### src/ncpd_params.svh
// Constants for the nvm command permit decoder: offsets, fields, codes.
// Functional notes
// - Permission depends on mode and security
// - Secured special mode permits no command
// - 0x01 verify all blocks erased
// - 0x02 erase check one block
// - 0x03/0x10 erase check word run
// - 0x04 reads 64-byte one-time field
// - 0x07 programs one-time field once only
// - 0x06 programs one program-flash phrase
// - 0x08 erase all, unsecured special only
// - Erase all needs all protection bits set
// - 0x09 block erase needs pflash bits set
// - 0x09 on eeprom needs eeprom open bit
// - 0x0A erases one program-flash sector
// - 0x0B unsecure, unsecured special only
// - 0x0C key check, normal mode only
// - 0x0D sets user margin level
// - 0x0E field margin, unsecured special only
// - 0x11 programs one to four eeprom words
// - 0x12 erases one eeprom sector
// - 0x13 key-checked protection override
// - Writing one clears completion flag, launches
// - Invalid code raises access error, no run
`ifndef NCPD_PARAMS_SVH
`define NCPD_PARAMS_SVH
// Register indices, one word each
`define NCPD_ADDR_W 3
`define NCPD_REG_PARAM0 3'h0
`define NCPD_REG_PARAM1 3'h1
`define NCPD_REG_STATUS 3'h2
`define NCPD_REG_PROT 3'h3
`define NCPD_REG_RESULT 3'h4
`define NCPD_REG_ONCE 3'h5
// Status bits
`define NCPD_ST_CCF 0
`define NCPD_ST_ACC 1
// Protection register bits
`define NCPD_PR_PLOW 0
`define NCPD_PR_PHIGH 1
`define NCPD_PR_POPEN 2
`define NCPD_PR_EOPEN 3
// Command codes
`define NCPD_C_VALL 8'h01
`define NCPD_C_VBLK 8'h02
`define NCPD_C_VPSEC 8'h03
`define NCPD_C_RONCE 8'h04
`define NCPD_C_PPF 8'h06
`define NCPD_C_PONCE 8'h07
`define NCPD_C_EALL 8'h08
`define NCPD_C_EBLK 8'h09
`define NCPD_C_EPSEC 8'h0A
`define NCPD_C_UNSEC 8'h0B
`define NCPD_C_KEY 8'h0C
`define NCPD_C_UMARG 8'h0D
`define NCPD_C_FMARG 8'h0E
`define NCPD_C_VESEC 8'h10
`define NCPD_C_PEE 8'h11
`define NCPD_C_EESEC 8'h12
`define NCPD_C_POVR 8'h13
// Simulated operation length in cycles
`define NCPD_BUSY_CYC 4'h4
`define NCPD_EE_BIT 23
`endif

### src/ncpd_pkg.sv
// Types for the nvm command permit decoder.
package ncpd_pkg;
	// Operation selected by a command code
	typedef enum logic [4:0] {
		NCPD_OP_NONE = 5'h00,
		NCPD_OP_VERIFY_ALL = 5'h01,
		NCPD_OP_VERIFY_BLOCK = 5'h02,
		NCPD_OP_VERIFY_SECTION = 5'h03,
		NCPD_OP_READ_ONCE = 5'h04,
		NCPD_OP_PROG_PHRASE = 5'h06,
		NCPD_OP_PROG_ONCE = 5'h07,
		NCPD_OP_ERASE_ALL = 5'h08,
		NCPD_OP_ERASE_BLOCK = 5'h09,
		NCPD_OP_ERASE_PSECTOR = 5'h0A,
		NCPD_OP_UNSECURE = 5'h0B,
		NCPD_OP_KEY_CHECK = 5'h0C,
		NCPD_OP_USER_MARGIN = 5'h0D,
		NCPD_OP_FIELD_MARGIN = 5'h0E,
		NCPD_OP_VERIFY_ESECTION = 5'h10,
		NCPD_OP_PROG_EEPROM = 5'h11,
		NCPD_OP_ERASE_ESECTOR = 5'h12,
		NCPD_OP_PROT_OVERRIDE = 5'h13
	} ncpd_op_t;
	// Controller states
	typedef enum logic [1:0] {
		NCPD_IDLE = 2'b01,
		NCPD_BUSY = 2'b10
	} ncpd_state_t;
	// Launch result carried to the operation engine
	typedef struct packed {
		logic valid;
		logic eeprom;
		ncpd_op_t op;
	} ncpd_launch_t;
endpackage

### src/ncpd_top.sv
// Command permit decoder: register port, launch checks, busy tracking.
`timescale 1ns/100ps
`default_nettype none
`include "ncpd_params.svh"
module ncpd_top
	import ncpd_pkg::*;
#(
	parameter int BUSY_CYCLES = 4
) (
	input wire logic clock,
	input wire logic nrst,
	input wire logic normal_single_chip,
	input wire logic secured,
	input wire logic [`NCPD_ADDR_W-1:0] addr,
	input wire logic [31:0] wdata,
	input wire logic wr,
	input wire logic rd,
	output logic [31:0] rdata,
	output logic command_complete_flag,
	output logic access_error_flag,
	output ncpd_launch_t launch,
	output logic op_busy
);
	// Permission matrix, one column per mode/security pair:
	//   sel = {secured, normal_single_chip}
	//   01 unsecured normal, 00 unsecured special,
	//   11 secured normal,   10 secured special (nothing runs).
	// Most codes run in the three open columns. Erase all, unsecure
	// and field margin need the unsecured special column only, and
	// the key check needs a normal column, secured or not.
	// Unknown codes fall to the default arm and refuse, so a new
	// code must be added here before it can ever launch.
	// Keeping the matrix in one function means the launch path and
	// the access error flag cannot drift apart on a mode decision.

	// Permission lookup: one bit per mode/security pair, shared by decode
	function automatic logic permitted(input logic [7:0] code,
		input logic ns, input logic sec);
		logic [1:0] sel;
		logic ok;
		sel = {sec, ns};
		ok = 1'b0;
		if (sel != 2'b10) begin
			unique case (code)
				`NCPD_C_VALL, `NCPD_C_VBLK, `NCPD_C_VPSEC,
				`NCPD_C_RONCE, `NCPD_C_PPF, `NCPD_C_PONCE,
				`NCPD_C_EBLK, `NCPD_C_EPSEC, `NCPD_C_UMARG,
				`NCPD_C_VESEC, `NCPD_C_PEE, `NCPD_C_EESEC,
				`NCPD_C_POVR: begin
					ok = 1'b1;
				end
				`NCPD_C_EALL, `NCPD_C_UNSEC, `NCPD_C_FMARG: begin
					ok = (sel == 2'b00);
				end
				`NCPD_C_KEY: begin
					ok = ns;
				end
				default: begin
					ok = 1'b0;
				end
			endcase
		end
		return ok;
	endfunction

	// Code to operation map
	function automatic ncpd_op_t code_op(input logic [7:0] code);
		ncpd_op_t o;
		o = NCPD_OP_NONE;
		if (code[7:5] == 3'h0) begin
			o = ncpd_op_t'(code[4:0]);
		end
		return o;
	endfunction

	logic [31:0] param0; // Code in [31:24], address in [23:0]
	logic [31:0] param1; // Data word
	logic plow, phigh, popen, eopen; // Protection bits
	logic once_done; // One-time field already written
	logic [3:0] busy_cnt; // Remaining operation cycles
	ncpd_state_t state;
	logic [7:0] code;
	logic launch_req;
	logic ok_code, ok_prot, ok_all;
	logic [31:0] next_rdata;
	logic grant_ok; // Launch in an open column with no error pending

	assign code = param0[31:24];
	// Launch is a one written to the completion bit while idle
	assign launch_req = wr && addr == `NCPD_REG_STATUS
		&& wdata[`NCPD_ST_CCF] && state == NCPD_IDLE;
	// Shorthand for the checks: a launch that only its code or protection can refuse
	assign grant_ok = launch_req && !access_error_flag
		&& !(secured && !normal_single_chip);

	// Evaluated once, on current settings, in the launch cycle
	always_comb begin
		ok_code = permitted(code, normal_single_chip, secured);
		ok_prot = 1'b1;
		if (code == `NCPD_C_EALL) begin
			ok_prot = plow & phigh & popen & eopen;
		end else if (code == `NCPD_C_EBLK) begin
			// Address bit picks eeprom or program flash block
			if (param0[`NCPD_EE_BIT]) begin
				ok_prot = eopen;
			end else begin
				ok_prot = plow & phigh & popen;
			end
		end else if (code == `NCPD_C_PONCE) begin
			ok_prot = !once_done;
		end
		ok_all = ok_code & ok_prot;
	end

	// Parameter words, locked while busy so a running command is stable
	always_ff @(posedge clock) begin
		if (!nrst) begin
			param0 <= 32'h0000_0000;
			param1 <= 32'h0000_0000;
		end else if (wr && state == NCPD_IDLE) begin
			if (addr == `NCPD_REG_PARAM0) begin
				param0 <= wdata;
			end
			if (addr == `NCPD_REG_PARAM1) begin
				param1 <= wdata;
			end
		end
	end

	// Protection register, writable only while idle
	always_ff @(posedge clock) begin
		if (!nrst) begin
			{eopen, popen, phigh, plow} <= 4'h0;
		end else if (wr && addr == `NCPD_REG_PROT && state == NCPD_IDLE) begin
			plow <= wdata[`NCPD_PR_PLOW];
			phigh <= wdata[`NCPD_PR_PHIGH];
			popen <= wdata[`NCPD_PR_POPEN];
			eopen <= wdata[`NCPD_PR_EOPEN];
		end
	end

	// Controller: launch, busy count, completion
	always_ff @(posedge clock) begin
		if (!nrst) begin
			state <= NCPD_IDLE;
			busy_cnt <= 4'h0;
			command_complete_flag <= 1'b1;
			op_busy <= 1'b0;
		end else begin
			unique case (state)
				NCPD_IDLE: begin
					if (launch_req && ok_all && !access_error_flag) begin
						state <= NCPD_BUSY;
						busy_cnt <= 4'(BUSY_CYCLES);
						command_complete_flag <= 1'b0;
						op_busy <= 1'b1;
					end
				end
				NCPD_BUSY: begin
					if (busy_cnt == 4'h1) begin
						state <= NCPD_IDLE;
						command_complete_flag <= 1'b1;
						op_busy <= 1'b0;
					end
					busy_cnt <= busy_cnt - 4'h1;
				end
			endcase
		end
	end

	// Launch pulse to the array engine; refused codes never raise valid, but op and eeprom follow param0 every cycle
	always_ff @(posedge clock) begin
		if (!nrst) begin
			launch <= '0;
		end else begin
			launch.valid <= launch_req && ok_all && !access_error_flag;
			launch.op <= code_op(code);
			launch.eeprom <= param0[`NCPD_EE_BIT];
		end
	end

	// Access error: set by refused launch, set wins over a clear write
	always_ff @(posedge clock) begin
		if (!nrst) begin
			access_error_flag <= 1'b0;
		end else if (launch_req && !ok_all) begin
			access_error_flag <= 1'b1;
		end else if (wr && addr == `NCPD_REG_STATUS
			&& wdata[`NCPD_ST_ACC]) begin
			access_error_flag <= 1'b0;
		end
	end

	// One-time field: marked written at a granted program-once launch
	always_ff @(posedge clock) begin
		if (!nrst) begin
			once_done <= 1'b0;
		end else if (launch_req && ok_all && !access_error_flag
			&& code == `NCPD_C_PONCE) begin
			once_done <= 1'b1;
		end
	end

	// Read mux
	always_comb begin
		next_rdata = 32'h0000_0000;
		unique case (addr)
			`NCPD_REG_PARAM0: next_rdata = param0;
			`NCPD_REG_PARAM1: next_rdata = param1;
			`NCPD_REG_STATUS: begin
				next_rdata[`NCPD_ST_CCF] = command_complete_flag;
				next_rdata[`NCPD_ST_ACC] = access_error_flag;
			end
			`NCPD_REG_PROT: next_rdata[3:0] = {eopen, popen, phigh, plow};
			`NCPD_REG_RESULT: next_rdata[7:0] = {3'h0, code_op(code)};
			`NCPD_REG_ONCE: next_rdata[0] = once_done;
			default: next_rdata = 32'h0000_0000;
		endcase
	end

	// Read data stands one cycle after the strobe, zero otherwise
	always_ff @(posedge clock) begin
		if (!nrst) begin
			rdata <= 32'h0000_0000;
		end else begin
			rdata <= rd ? next_rdata : 32'h0000_0000;
		end
	end

	// Secured special never starts anything
	secured_special_a: assert property (@(posedge clock) disable iff (!nrst)
		launch_req && secured && !normal_single_chip
		|=> access_error_flag && !launch.valid)
		else $error("secured special launch accepted");
	erase_all_prot_a: assert property (@(posedge clock) disable iff (!nrst)
		launch_req && code == `NCPD_C_EALL && !(plow & phigh & popen & eopen)
		|=> !launch.valid && access_error_flag)
		else $error("erase all without protection bits");
	key_mode_a: assert property (@(posedge clock) disable iff (!nrst)
		launch_req && code == `NCPD_C_KEY && !normal_single_chip
		|=> !launch.valid)
		else $error("key check outside normal mode");
	ee_block_a: assert property (@(posedge clock) disable iff (!nrst)
		launch_req && code == `NCPD_C_EBLK && param0[`NCPD_EE_BIT] && !eopen
		|=> !launch.valid)
		else $error("eeprom block erase without open bit");
	// Flag low while running, back high after the busy count
	busy_flag_a: assert property (@(posedge clock)
		disable iff (!nrst)
		launch.valid |-> !command_complete_flag
		##BUSY_CYCLES command_complete_flag)
		else $error("completion flag timing wrong");
	invalid_code_a: assert property (@(posedge clock) disable iff (!nrst)
		launch_req && code_op(code) == NCPD_OP_NONE
		|=> access_error_flag && command_complete_flag)
		else $error("invalid code not refused");
	once_only_a: assert property (@(posedge clock) disable iff (!nrst)
		launch_req && code == `NCPD_C_PONCE && once_done
		|=> !launch.valid)
		else $error("one-time field written twice");
	special_only_a: assert property (@(posedge clock) disable iff (!nrst)
		launch_req && (code == `NCPD_C_UNSEC || code == `NCPD_C_FMARG)
		&& (secured || normal_single_chip) |=> !launch.valid)
		else $error("special-only command accepted");
	launch_c: cover property (@(posedge clock) launch.valid);
	refuse_c: cover property (@(posedge clock)
		launch_req && !ok_all);
	erase_all_c: cover property (@(posedge clock)
		launch.valid && launch.op == NCPD_OP_ERASE_ALL);
	once_c: cover property (@(posedge clock)
		launch.valid && launch.op == NCPD_OP_PROG_ONCE);

	// Granted codes: each open-column code except 0x07 and 0x09 must reach the engine,
	// with its own operation for all but the word-run checks, so a dropped matrix entry shows here.
	verify_all_a: assert property (@(posedge clock)
		disable iff (!nrst)
		grant_ok && code == `NCPD_C_VALL
		|=> launch.valid && launch.op == NCPD_OP_VERIFY_ALL)
		else $error("verify all refused");

	// Single block erase check in any open column
	verify_block_a: assert property (@(posedge clock)
		disable iff (!nrst)
		grant_ok && code == `NCPD_C_VBLK
		|=> launch.valid && launch.op == NCPD_OP_VERIFY_BLOCK)
		else $error("verify block refused");

	// Word-run checks, program flash and eeprom flavours
	verify_run_a: assert property (@(posedge clock)
		disable iff (!nrst)
		grant_ok && (code == `NCPD_C_VPSEC || code == `NCPD_C_VESEC)
		|=> launch.valid)
		else $error("section verify refused");

	// Reading the one-time field is never gated by once_done
	read_once_a: assert property (@(posedge clock)
		disable iff (!nrst)
		grant_ok && code == `NCPD_C_RONCE
		|=> launch.valid && launch.op == NCPD_OP_READ_ONCE)
		else $error("read once refused");

	// Phrase program in any open column
	prog_phrase_a: assert property (@(posedge clock)
		disable iff (!nrst)
		grant_ok && code == `NCPD_C_PPF
		|=> launch.valid && launch.op == NCPD_OP_PROG_PHRASE)
		else $error("phrase program refused");

	// Erase all only in the unsecured special column
	erase_all_mode_a: assert property (@(posedge clock)
		disable iff (!nrst)
		launch_req && code == `NCPD_C_EALL
		&& (secured || normal_single_chip)
		|=> !launch.valid)
		else $error("erase all outside unsecured special");

	// Full program-flash block erase needs all three pflash bits
	block_prot_a: assert property (@(posedge clock)
		disable iff (!nrst)
		launch_req && code == `NCPD_C_EBLK && !param0[`NCPD_EE_BIT]
		&& !(plow & phigh & popen)
		|=> !launch.valid)
		else $error("pflash block erase without protection bits");

	// Program-flash sector erase in any open column
	psector_a: assert property (@(posedge clock)
		disable iff (!nrst)
		grant_ok && code == `NCPD_C_EPSEC
		|=> launch.valid && launch.op == NCPD_OP_ERASE_PSECTOR)
		else $error("pflash sector erase refused");

	// Key check runs in either normal column
	key_allow_a: assert property (@(posedge clock)
		disable iff (!nrst)
		grant_ok && code == `NCPD_C_KEY && normal_single_chip
		|=> launch.valid && launch.op == NCPD_OP_KEY_CHECK)
		else $error("key check refused in normal mode");

	// User margin in any open column
	user_margin_a: assert property (@(posedge clock)
		disable iff (!nrst)
		grant_ok && code == `NCPD_C_UMARG
		|=> launch.valid && launch.op == NCPD_OP_USER_MARGIN)
		else $error("user margin refused");

	// Field margin only in the unsecured special column
	field_margin_a: assert property (@(posedge clock)
		disable iff (!nrst)
		launch_req && code == `NCPD_C_FMARG
		&& (secured || normal_single_chip)
		|=> !launch.valid)
		else $error("field margin outside unsecured special");

	// Eeprom word program in any open column
	ee_prog_a: assert property (@(posedge clock)
		disable iff (!nrst)
		grant_ok && code == `NCPD_C_PEE
		|=> launch.valid && launch.op == NCPD_OP_PROG_EEPROM)
		else $error("eeprom program refused");

	// Eeprom sector erase in any open column
	ee_sector_a: assert property (@(posedge clock)
		disable iff (!nrst)
		grant_ok && code == `NCPD_C_EESEC
		|=> launch.valid && launch.op == NCPD_OP_ERASE_ESECTOR)
		else $error("eeprom sector erase refused");

	// Protection override in any open column
	override_a: assert property (@(posedge clock)
		disable iff (!nrst)
		grant_ok && code == `NCPD_C_POVR
		|=> launch.valid && launch.op == NCPD_OP_PROT_OVERRIDE)
		else $error("protection override refused");

	// Known but unpermitted codes refuse exactly like unknown ones
	refuse_known_a: assert property (@(posedge clock)
		disable iff (!nrst)
		launch_req && !ok_code
		|=> !launch.valid && access_error_flag && command_complete_flag)
		else $error("unpermitted code started");

	// Settings sampled at launch must not move under a running command
	prot_lock_a: assert property (@(posedge clock)
		disable iff (!nrst)
		state == NCPD_BUSY && wr && addr == `NCPD_REG_PROT
		|=> {eopen, popen, phigh, plow}
		== $past({eopen, popen, phigh, plow}))
		else $error("protection changed while busy");
endmodule
`default_nettype wire

### config.mk
export PLATFORM = sky130hd
export DESIGN_NAME = ncpd_top
export DESIGN_NICKNAME = d
export VERILOG_FILES = /design/src/ncpd_pkg.sv /design/src/ncpd_top.sv
export VERILOG_INCLUDE_DIRS = /design/src
export SDC_FILE = /design/constraint.sdc
export NUM_CORES = 1
export LEC_CHECK = 0
export BUFFER_PORTS_ARGS = -buffer_cell sky130_fd_sc_hd__buf_2
export CAP_MARGIN = 25
export CORE_MARGIN = 4
export CORE_UTILIZATION = 55
export DETAILED_ROUTE_END_ITERATION = 8
export HOLD_SLACK_MARGIN = 0.12
export PLACE_DENSITY = 0.79
export SLEW_MARGIN = 20
export SYNTH_ARGS = -nofsm -noshare
export SYNTH_HDL_FRONTEND = slang
export SYNTH_SLANG_ARGS = --single-unit
### constraint.sdc
create_clock -name clock -period 2.66 [get_ports clock]
set_input_delay 0.266 -clock clock [delete_from_list [all_inputs] [get_ports clock]]
set_output_delay 0.266 -clock clock [all_outputs]
set_load 0.01 [all_outputs]
* After elaboration in Yosys (flattened, before gate mapping) *
Index checks and enable logic that the tools add are counted.

word-level totals
  bits in read-only memories = 0
  input bits = 41
  bits in registers = 117
  latch bits = 0
  output and inout port bits = 42
  logic and storage cells = 98
  bits in writable memories = 0
  memories kept = 0

cells by class
  muxes and demuxes = 25
  div/mod/pow operators = 0
  $lt $le $gt $ge = 0
  add/sub/neg operators = 1
  bitwise logic cells = 4
  reductions and logical operators = 24
  multiply operators = 0
  equality and inequality tests = 28
  shift operators = 0

operators by type and width
  cell                                                                    count
  8-bit by 4-bit equality test with 1-bit output (second input constant)  7
  24-bit one-hot mux with 2 select lines                                  1
  8-bit by 5-bit equality test with 1-bit output (second input constant)  4
  8-bit by 3-bit equality test with 1-bit output (second input constant)  3
  8-bit by 2-bit equality test with 1-bit output (second input constant)  2
  13-bit OR reduction                                                     1
  4-bit one-hot mux with 3 select lines                                   1
  1-bit logical AND                                                       11
  1-bit two-way mux                                                       11
  8-bit by 1-bit equality test with 1-bit output (second input constant)  1
  2-bit one-hot mux with 4 select lines                                   1
  4-bit one-hot mux with 2 select lines                                   1
  2-bit AND reduction                                                     4
  3-bit by 2-bit equality test with 1-bit output (second input constant)  2
  3-bit equality test (second input constant)                             2
  3-bit logical NOT                                                       2
  1-bit one-hot mux with 6 select lines                                   1
  5-bit two-way mux                                                       1
  1-bit one-hot mux with 5 select lines                                   1
  1-bit bitwise AND                                                       4
  4-bit by 1-bit equality test with 1-bit output (second input constant)  1
  2-bit two-way mux                                                       2
  4-bit two-way mux                                                       1
  2-bit != test (second input constant)                                   2
  other kinds (12)                                                        15

* Logic depth before layout (Yosys ltp) *
  word-level depth = 10
  gate-level depth with buffers = 7
  depth with buffers taken out = 5

* Worst setup path before layout *
Ideal clock, no wire load.

  path kind = reg-to-reg
  start = register param0[28]
  end = register state[0]
  path slack = 0.781 ns
  path buffers = 0
  library setup time = 0.144 ns
  cell stages (with the launch flop) = 6
  period minus slack after synthesis = 1.879 ns
  required time = 2.516 ns
  data arrival time = 1.735 ns
  cells stage by stage = dfxtp_1 -> or4_4 -> a211oi_2 -> a32oi_2 -> nor4_4 -> o221ai_1

between the ends
  word-level cells in the longest chain between the ends = 9
  elaborated cells between the ends (all ways) = 29
  classes of those cells = 18 x eq/ne; 5 x mux; 1 x bitwise; 5 x reduce/logical

ends and longest elaborated chain
  what                                                                               line                             text
  start, declared                                                                    ncpd_top.sv:76                   logic [31:0] param0;
  start signal, assigned                                                             ncpd_top.sv:122                  param0 <= wdata;
  8-bit by 4-bit equality test with 1-bit output (tied with other cells)             ncpd_top.sv:44                   unique case (code)
  13-bit OR reduction (tied with other cells)                                        ncpd_top.sv:44
  1-bit one-hot mux with 3 select lines / 1-bit two-way mux (equally long branches)  ncpd_top.sv:44, ncpd_top.sv:102
  1-bit two-way mux, on equally long branches                                        ncpd_top.sv:43, ncpd_top.sv:100
  1-bit bitwise AND *                                                                ncpd_top.sv:112                  ok_all = ok_code & ok_prot;
  1-bit logical AND * (2 in a row)                                                   ncpd_top.sv:152                  if (launch_req && ok_all && !access_error_flag) begin
  2-bit by 1-bit != test with 1-bit output (no source line) *                        n/a
  2-bit AND reduction (no source line) *                                             n/a
  end signal, assigned                                                               ncpd_top.sv:145                  state <= NCPD_IDLE;
  end signal, assigned                                                               ncpd_top.sv:153                  state <= NCPD_BUSY;
  end signal, assigned                                                               ncpd_top.sv:161                  state <= NCPD_IDLE;
  end, declared                                                                      ncpd_top.sv:81                   ncpd_state_t state;

Every way passes the cells marked *; elsewhere a longest branch is shown, timed or not.
A chain may end at the register's enable or synchronous reset.

* Final worst setup path *
  start = register param0[26]
  end = register state[0]

The elaborated chain is that of the path after synthesis.

==> flow_metrics.env <==
export IMPL_r2r_start="param0[26]"
export IMPL_ys_top_cells_by_area="dfxtp_1, nand2_1, a21boi_0"
export IMPL_cts_path_max_buffers=2
export IMPL_fin_hold_ws_ns=0.148
export IMPL_grtUsageTotal_pct=25.0
export IMPL_synthFlopType="dfxtp_1"
export IMPL_htree_levels=4
export IMPL_synth_edf_count=0
export IMPL_die_h_um=98.9
export IMPL_synthMostInstantiatedCell="nand2_1"
export IMPL_diodes=0
export IMPL_seq_area_frac_synth_pct=50.6
export IMPL_synth_cell_types=54
export IMPL_design_core_area_sq_um=7890
export IMPL_syn_area_per_cell_sq_um=8.85
export IMPL_post_cts_resized=0
export IMPL_synth_compound_area_share_pct=19.5
export IMPL_antenna_found_initial=0
export IMPL_p_leak_nw=2.31
export IMPL_synthMuxAreaShare_pct=2.78
export IMPL_routed_wl_um=11700
export IMPL_synthAdderAreaFrac_pct=0.550
export IMPL_endpoint_kind="register"
export IMPL_wl_met3_um=884
export IMPL_tightest_slew_ns=0.549
export IMPL_fin_skew_ns=0.00931
export IMPL_clk_pin_slew_worst_paths_ns=0.06
export IMPL_netlist_instances=514
export IMPL_synth_top_family_by_area="simple AND/OR/NAND/NOR gates"
export IMPL_yosysWarnings=0
export IMPL_path_max_fanout=14
export IMPL_io_buffers=82
export IMPL_gp_congestion=0.811
export IMPL_r2r_end="state[0]"
export IMPL_rsz0062_at_grt="false"
export IMPL_grt_max_degree=47
export IMPL_slew_violations=0
export IMPL_grt_ovfl_total=0
export IMPL_status="finished, final reports clean"
export IMPL_ant_nets=0
export IMPL_hp_class="in -> reg"
export IMPL_rows=32
export IMPL_die_x_um=98.9
export IMPL_max_freq_mhz=437
export IMPL_synth_area_sq_um=4550
export IMPL_synth_top_area_share_pct=50.6
export IMPL_cts_made_buffers=17
export IMPL_ios=83
export IMPL_min_to="param1[29]"
export IMPL_synth_simple_area_share_pct=22.1
export IMPL_crit_type="reg -> reg"
export IMPL_hold_viol_final=0
export IMPL_place_hpwl_um=7240
export IMPL_r2r_worst_path_cells=5
export IMPL_async_flop_share_pct=0
export IMPL_synthTopCellsByCount="nand2_1, dfxtp_1, a21boi_0"
export IMPL_synth_nets=557
export IMPL_post_route_drc_count=0
export IMPL_fin_util_pct=75.3
export IMPL_grt_pass1_wl_um=19800
export IMPL_power_density_nw_per_um2=692
export IMPL_peakVddDrop_v=0.000437
export IMPL_dr_max_layer_used="met4"
export IMPL_final_layout_size_suffix_gt1_share_pct=22.2
export IMPL_grt_pass1_vias=4117
export IMPL_hold_depth=2
export IMPL_cp_start_kind="register"
export IMPL_viasPerCell=5.60
export IMPL_synthXorXnorAreaFrac_pct=0.578
export IMPL_required_ns=3.03
export IMPL_reg2reg_slack_ns=0.37
export IMPL_setup_tns_ns=0
export IMPL_dieArea_sq_um=9790
export IMPL_cp_arrival_ns=2.66
export IMPL_start_util_pct=57.6
export IMPL_syn_to_final_growth_pct=30.7
export IMPL_drtIter0Drc=310
export IMPL_ys_seq_elements=115
export IMPL_wl_per_cell_um=15.9
export IMPL_clock_sinks=115
export IMPL_first_pass_iters=5
export IMPL_setup_viol=0
export IMPL_period_minus_slack_ns=2.29
export IMPL_cts_tree="built"
export IMPL_relSlewSlack_pct=63.3
export IMPL_wl_met2_um=5810
export IMPL_m1WireLength_um=4790
export IMPL_yosys_area_top_type="dfxtp_1"
export IMPL_cap_viol_max_count=0
export IMPL_clock_latency_ns=0.51
export IMPL_root_buffer="clkbuf_8"
export IMPL_nNetsFinal=665
export IMPL_num_vias=4126
export IMPL_fin_crit_sh_pct=86.0
export IMPL_min_from="nrst"
-- placed cells by master (no fill, tap or decap), types with 2 or more instances in the layout --
cell	count
nand2_1	135
nor3_1	3
nand3b_1	2
o21ai_0	5
clkbuf_8	2
ha_1	2
o221ai_1	2
a21oi_1	3
a21boi_1	11
clkinv_4	2
dlygate4sd3_1	33
a21boi_0	54
dfxtp_1	115
mux2i_1	7
and3_1	9
nor2b_1	9
a22oi_1	27
clkinvlp_4	4
buf_2	82
nor2_1	33
clkinv_2	5
buf_12	2
nand4_1	2
mux2_2	3
inv_1	4
nand3_1	9
xor2_1	2
clkbuf_16	16
nor3b_1	2
a31oi_1	2
buf_4	12
nor4_1	5
-- worst max-delay path, cell delays in order, from the launching register on --
cell,delay (ns)
dfxtp_1,0.61
or3b_2,0.50
a211oi_2,0.27
a32oi_2,0.11
nor4_4,0.46
o221ai_1,0.19
-- cells by family after synthesis --
family          Yosys count
mux                      11
simple gates            222
xor+xnor                  3
flops                   115
buf+inv                  44
compound gates          117
fa+ha+maj                 2
-- cell type report --
class	count	area (sq um)
multi-input cells	355	2080
flip-flops and latches	115	2300
well taps	102	128
fillers	574	1950
inverters	4	15.0
clock inverters	13	111
repair buffers	129	871
clock buffers	19	432
-- how the worst max path moves through the flow --
stage | to | slack, ns | cells past startpoint | from
CTS | state[0] | 0.41 | 5 | param0[26]
global route | state[0] | 0.23 | 5 | param0[26]
detailed placement | state[0] | 0.42 | 5 | param0[26]
finish | state[0] | 0.37 | 5 | param0[26]
floorplan | state[0] | 0.78 | 5 | param0[28]
global placement | state[0] | 0.53 | 5 | param0[26]
-- power by group --
group	switching [mW]	internal (mW)
sequential	0.0270	1.76
combinational	0.151	0.131
clock	0.793	1.26
-- what timing repair did --
item	4_1_cts	5_1_grt
hold buffers	33	0
endpoints found under the hold margin	70	0
buffers inserted	0	0
-- sequential cells by signal (all words and copies together), names as in the netlist --
| signal | cells |
|---|---|
| once_done | 1 |
| eopen | 1 |
| param1 | 32 |
| rdata | 32 |
| access_error_flag | 1 |
| param0 | 32 |
| state | 1 |
| op_busy | 1 |
| busy_cnt | 4 |
| popen | 1 |
| launch | 7 |
| phigh | 1 |
| plow | 1 |
-- layer usage --
layer | global-route usage, % | up-vias
li1 | - | 1979
met4 | 9.24 | 0
met5 | 0 | -
met2 | 41.3 | 173
met3 | 7.15 | 20
met1 | 31.1 | 1954
-- through the flow --
stage	power [mW]	cells	cell area, sq um	setup WS, ns
6_report	4.11	737	5940	0.373
5_1_grt	4.26	737	5940	0.231
4_1_cts	4.13	737	5940	0.408
3_5_place_dp	2.06	672	5070	0.417
3_3_place_gp	2.05	672	5070	0.535
2_1_floorplan	1.95	514	4550	0.781
Power figures use the tool's default switching activity.
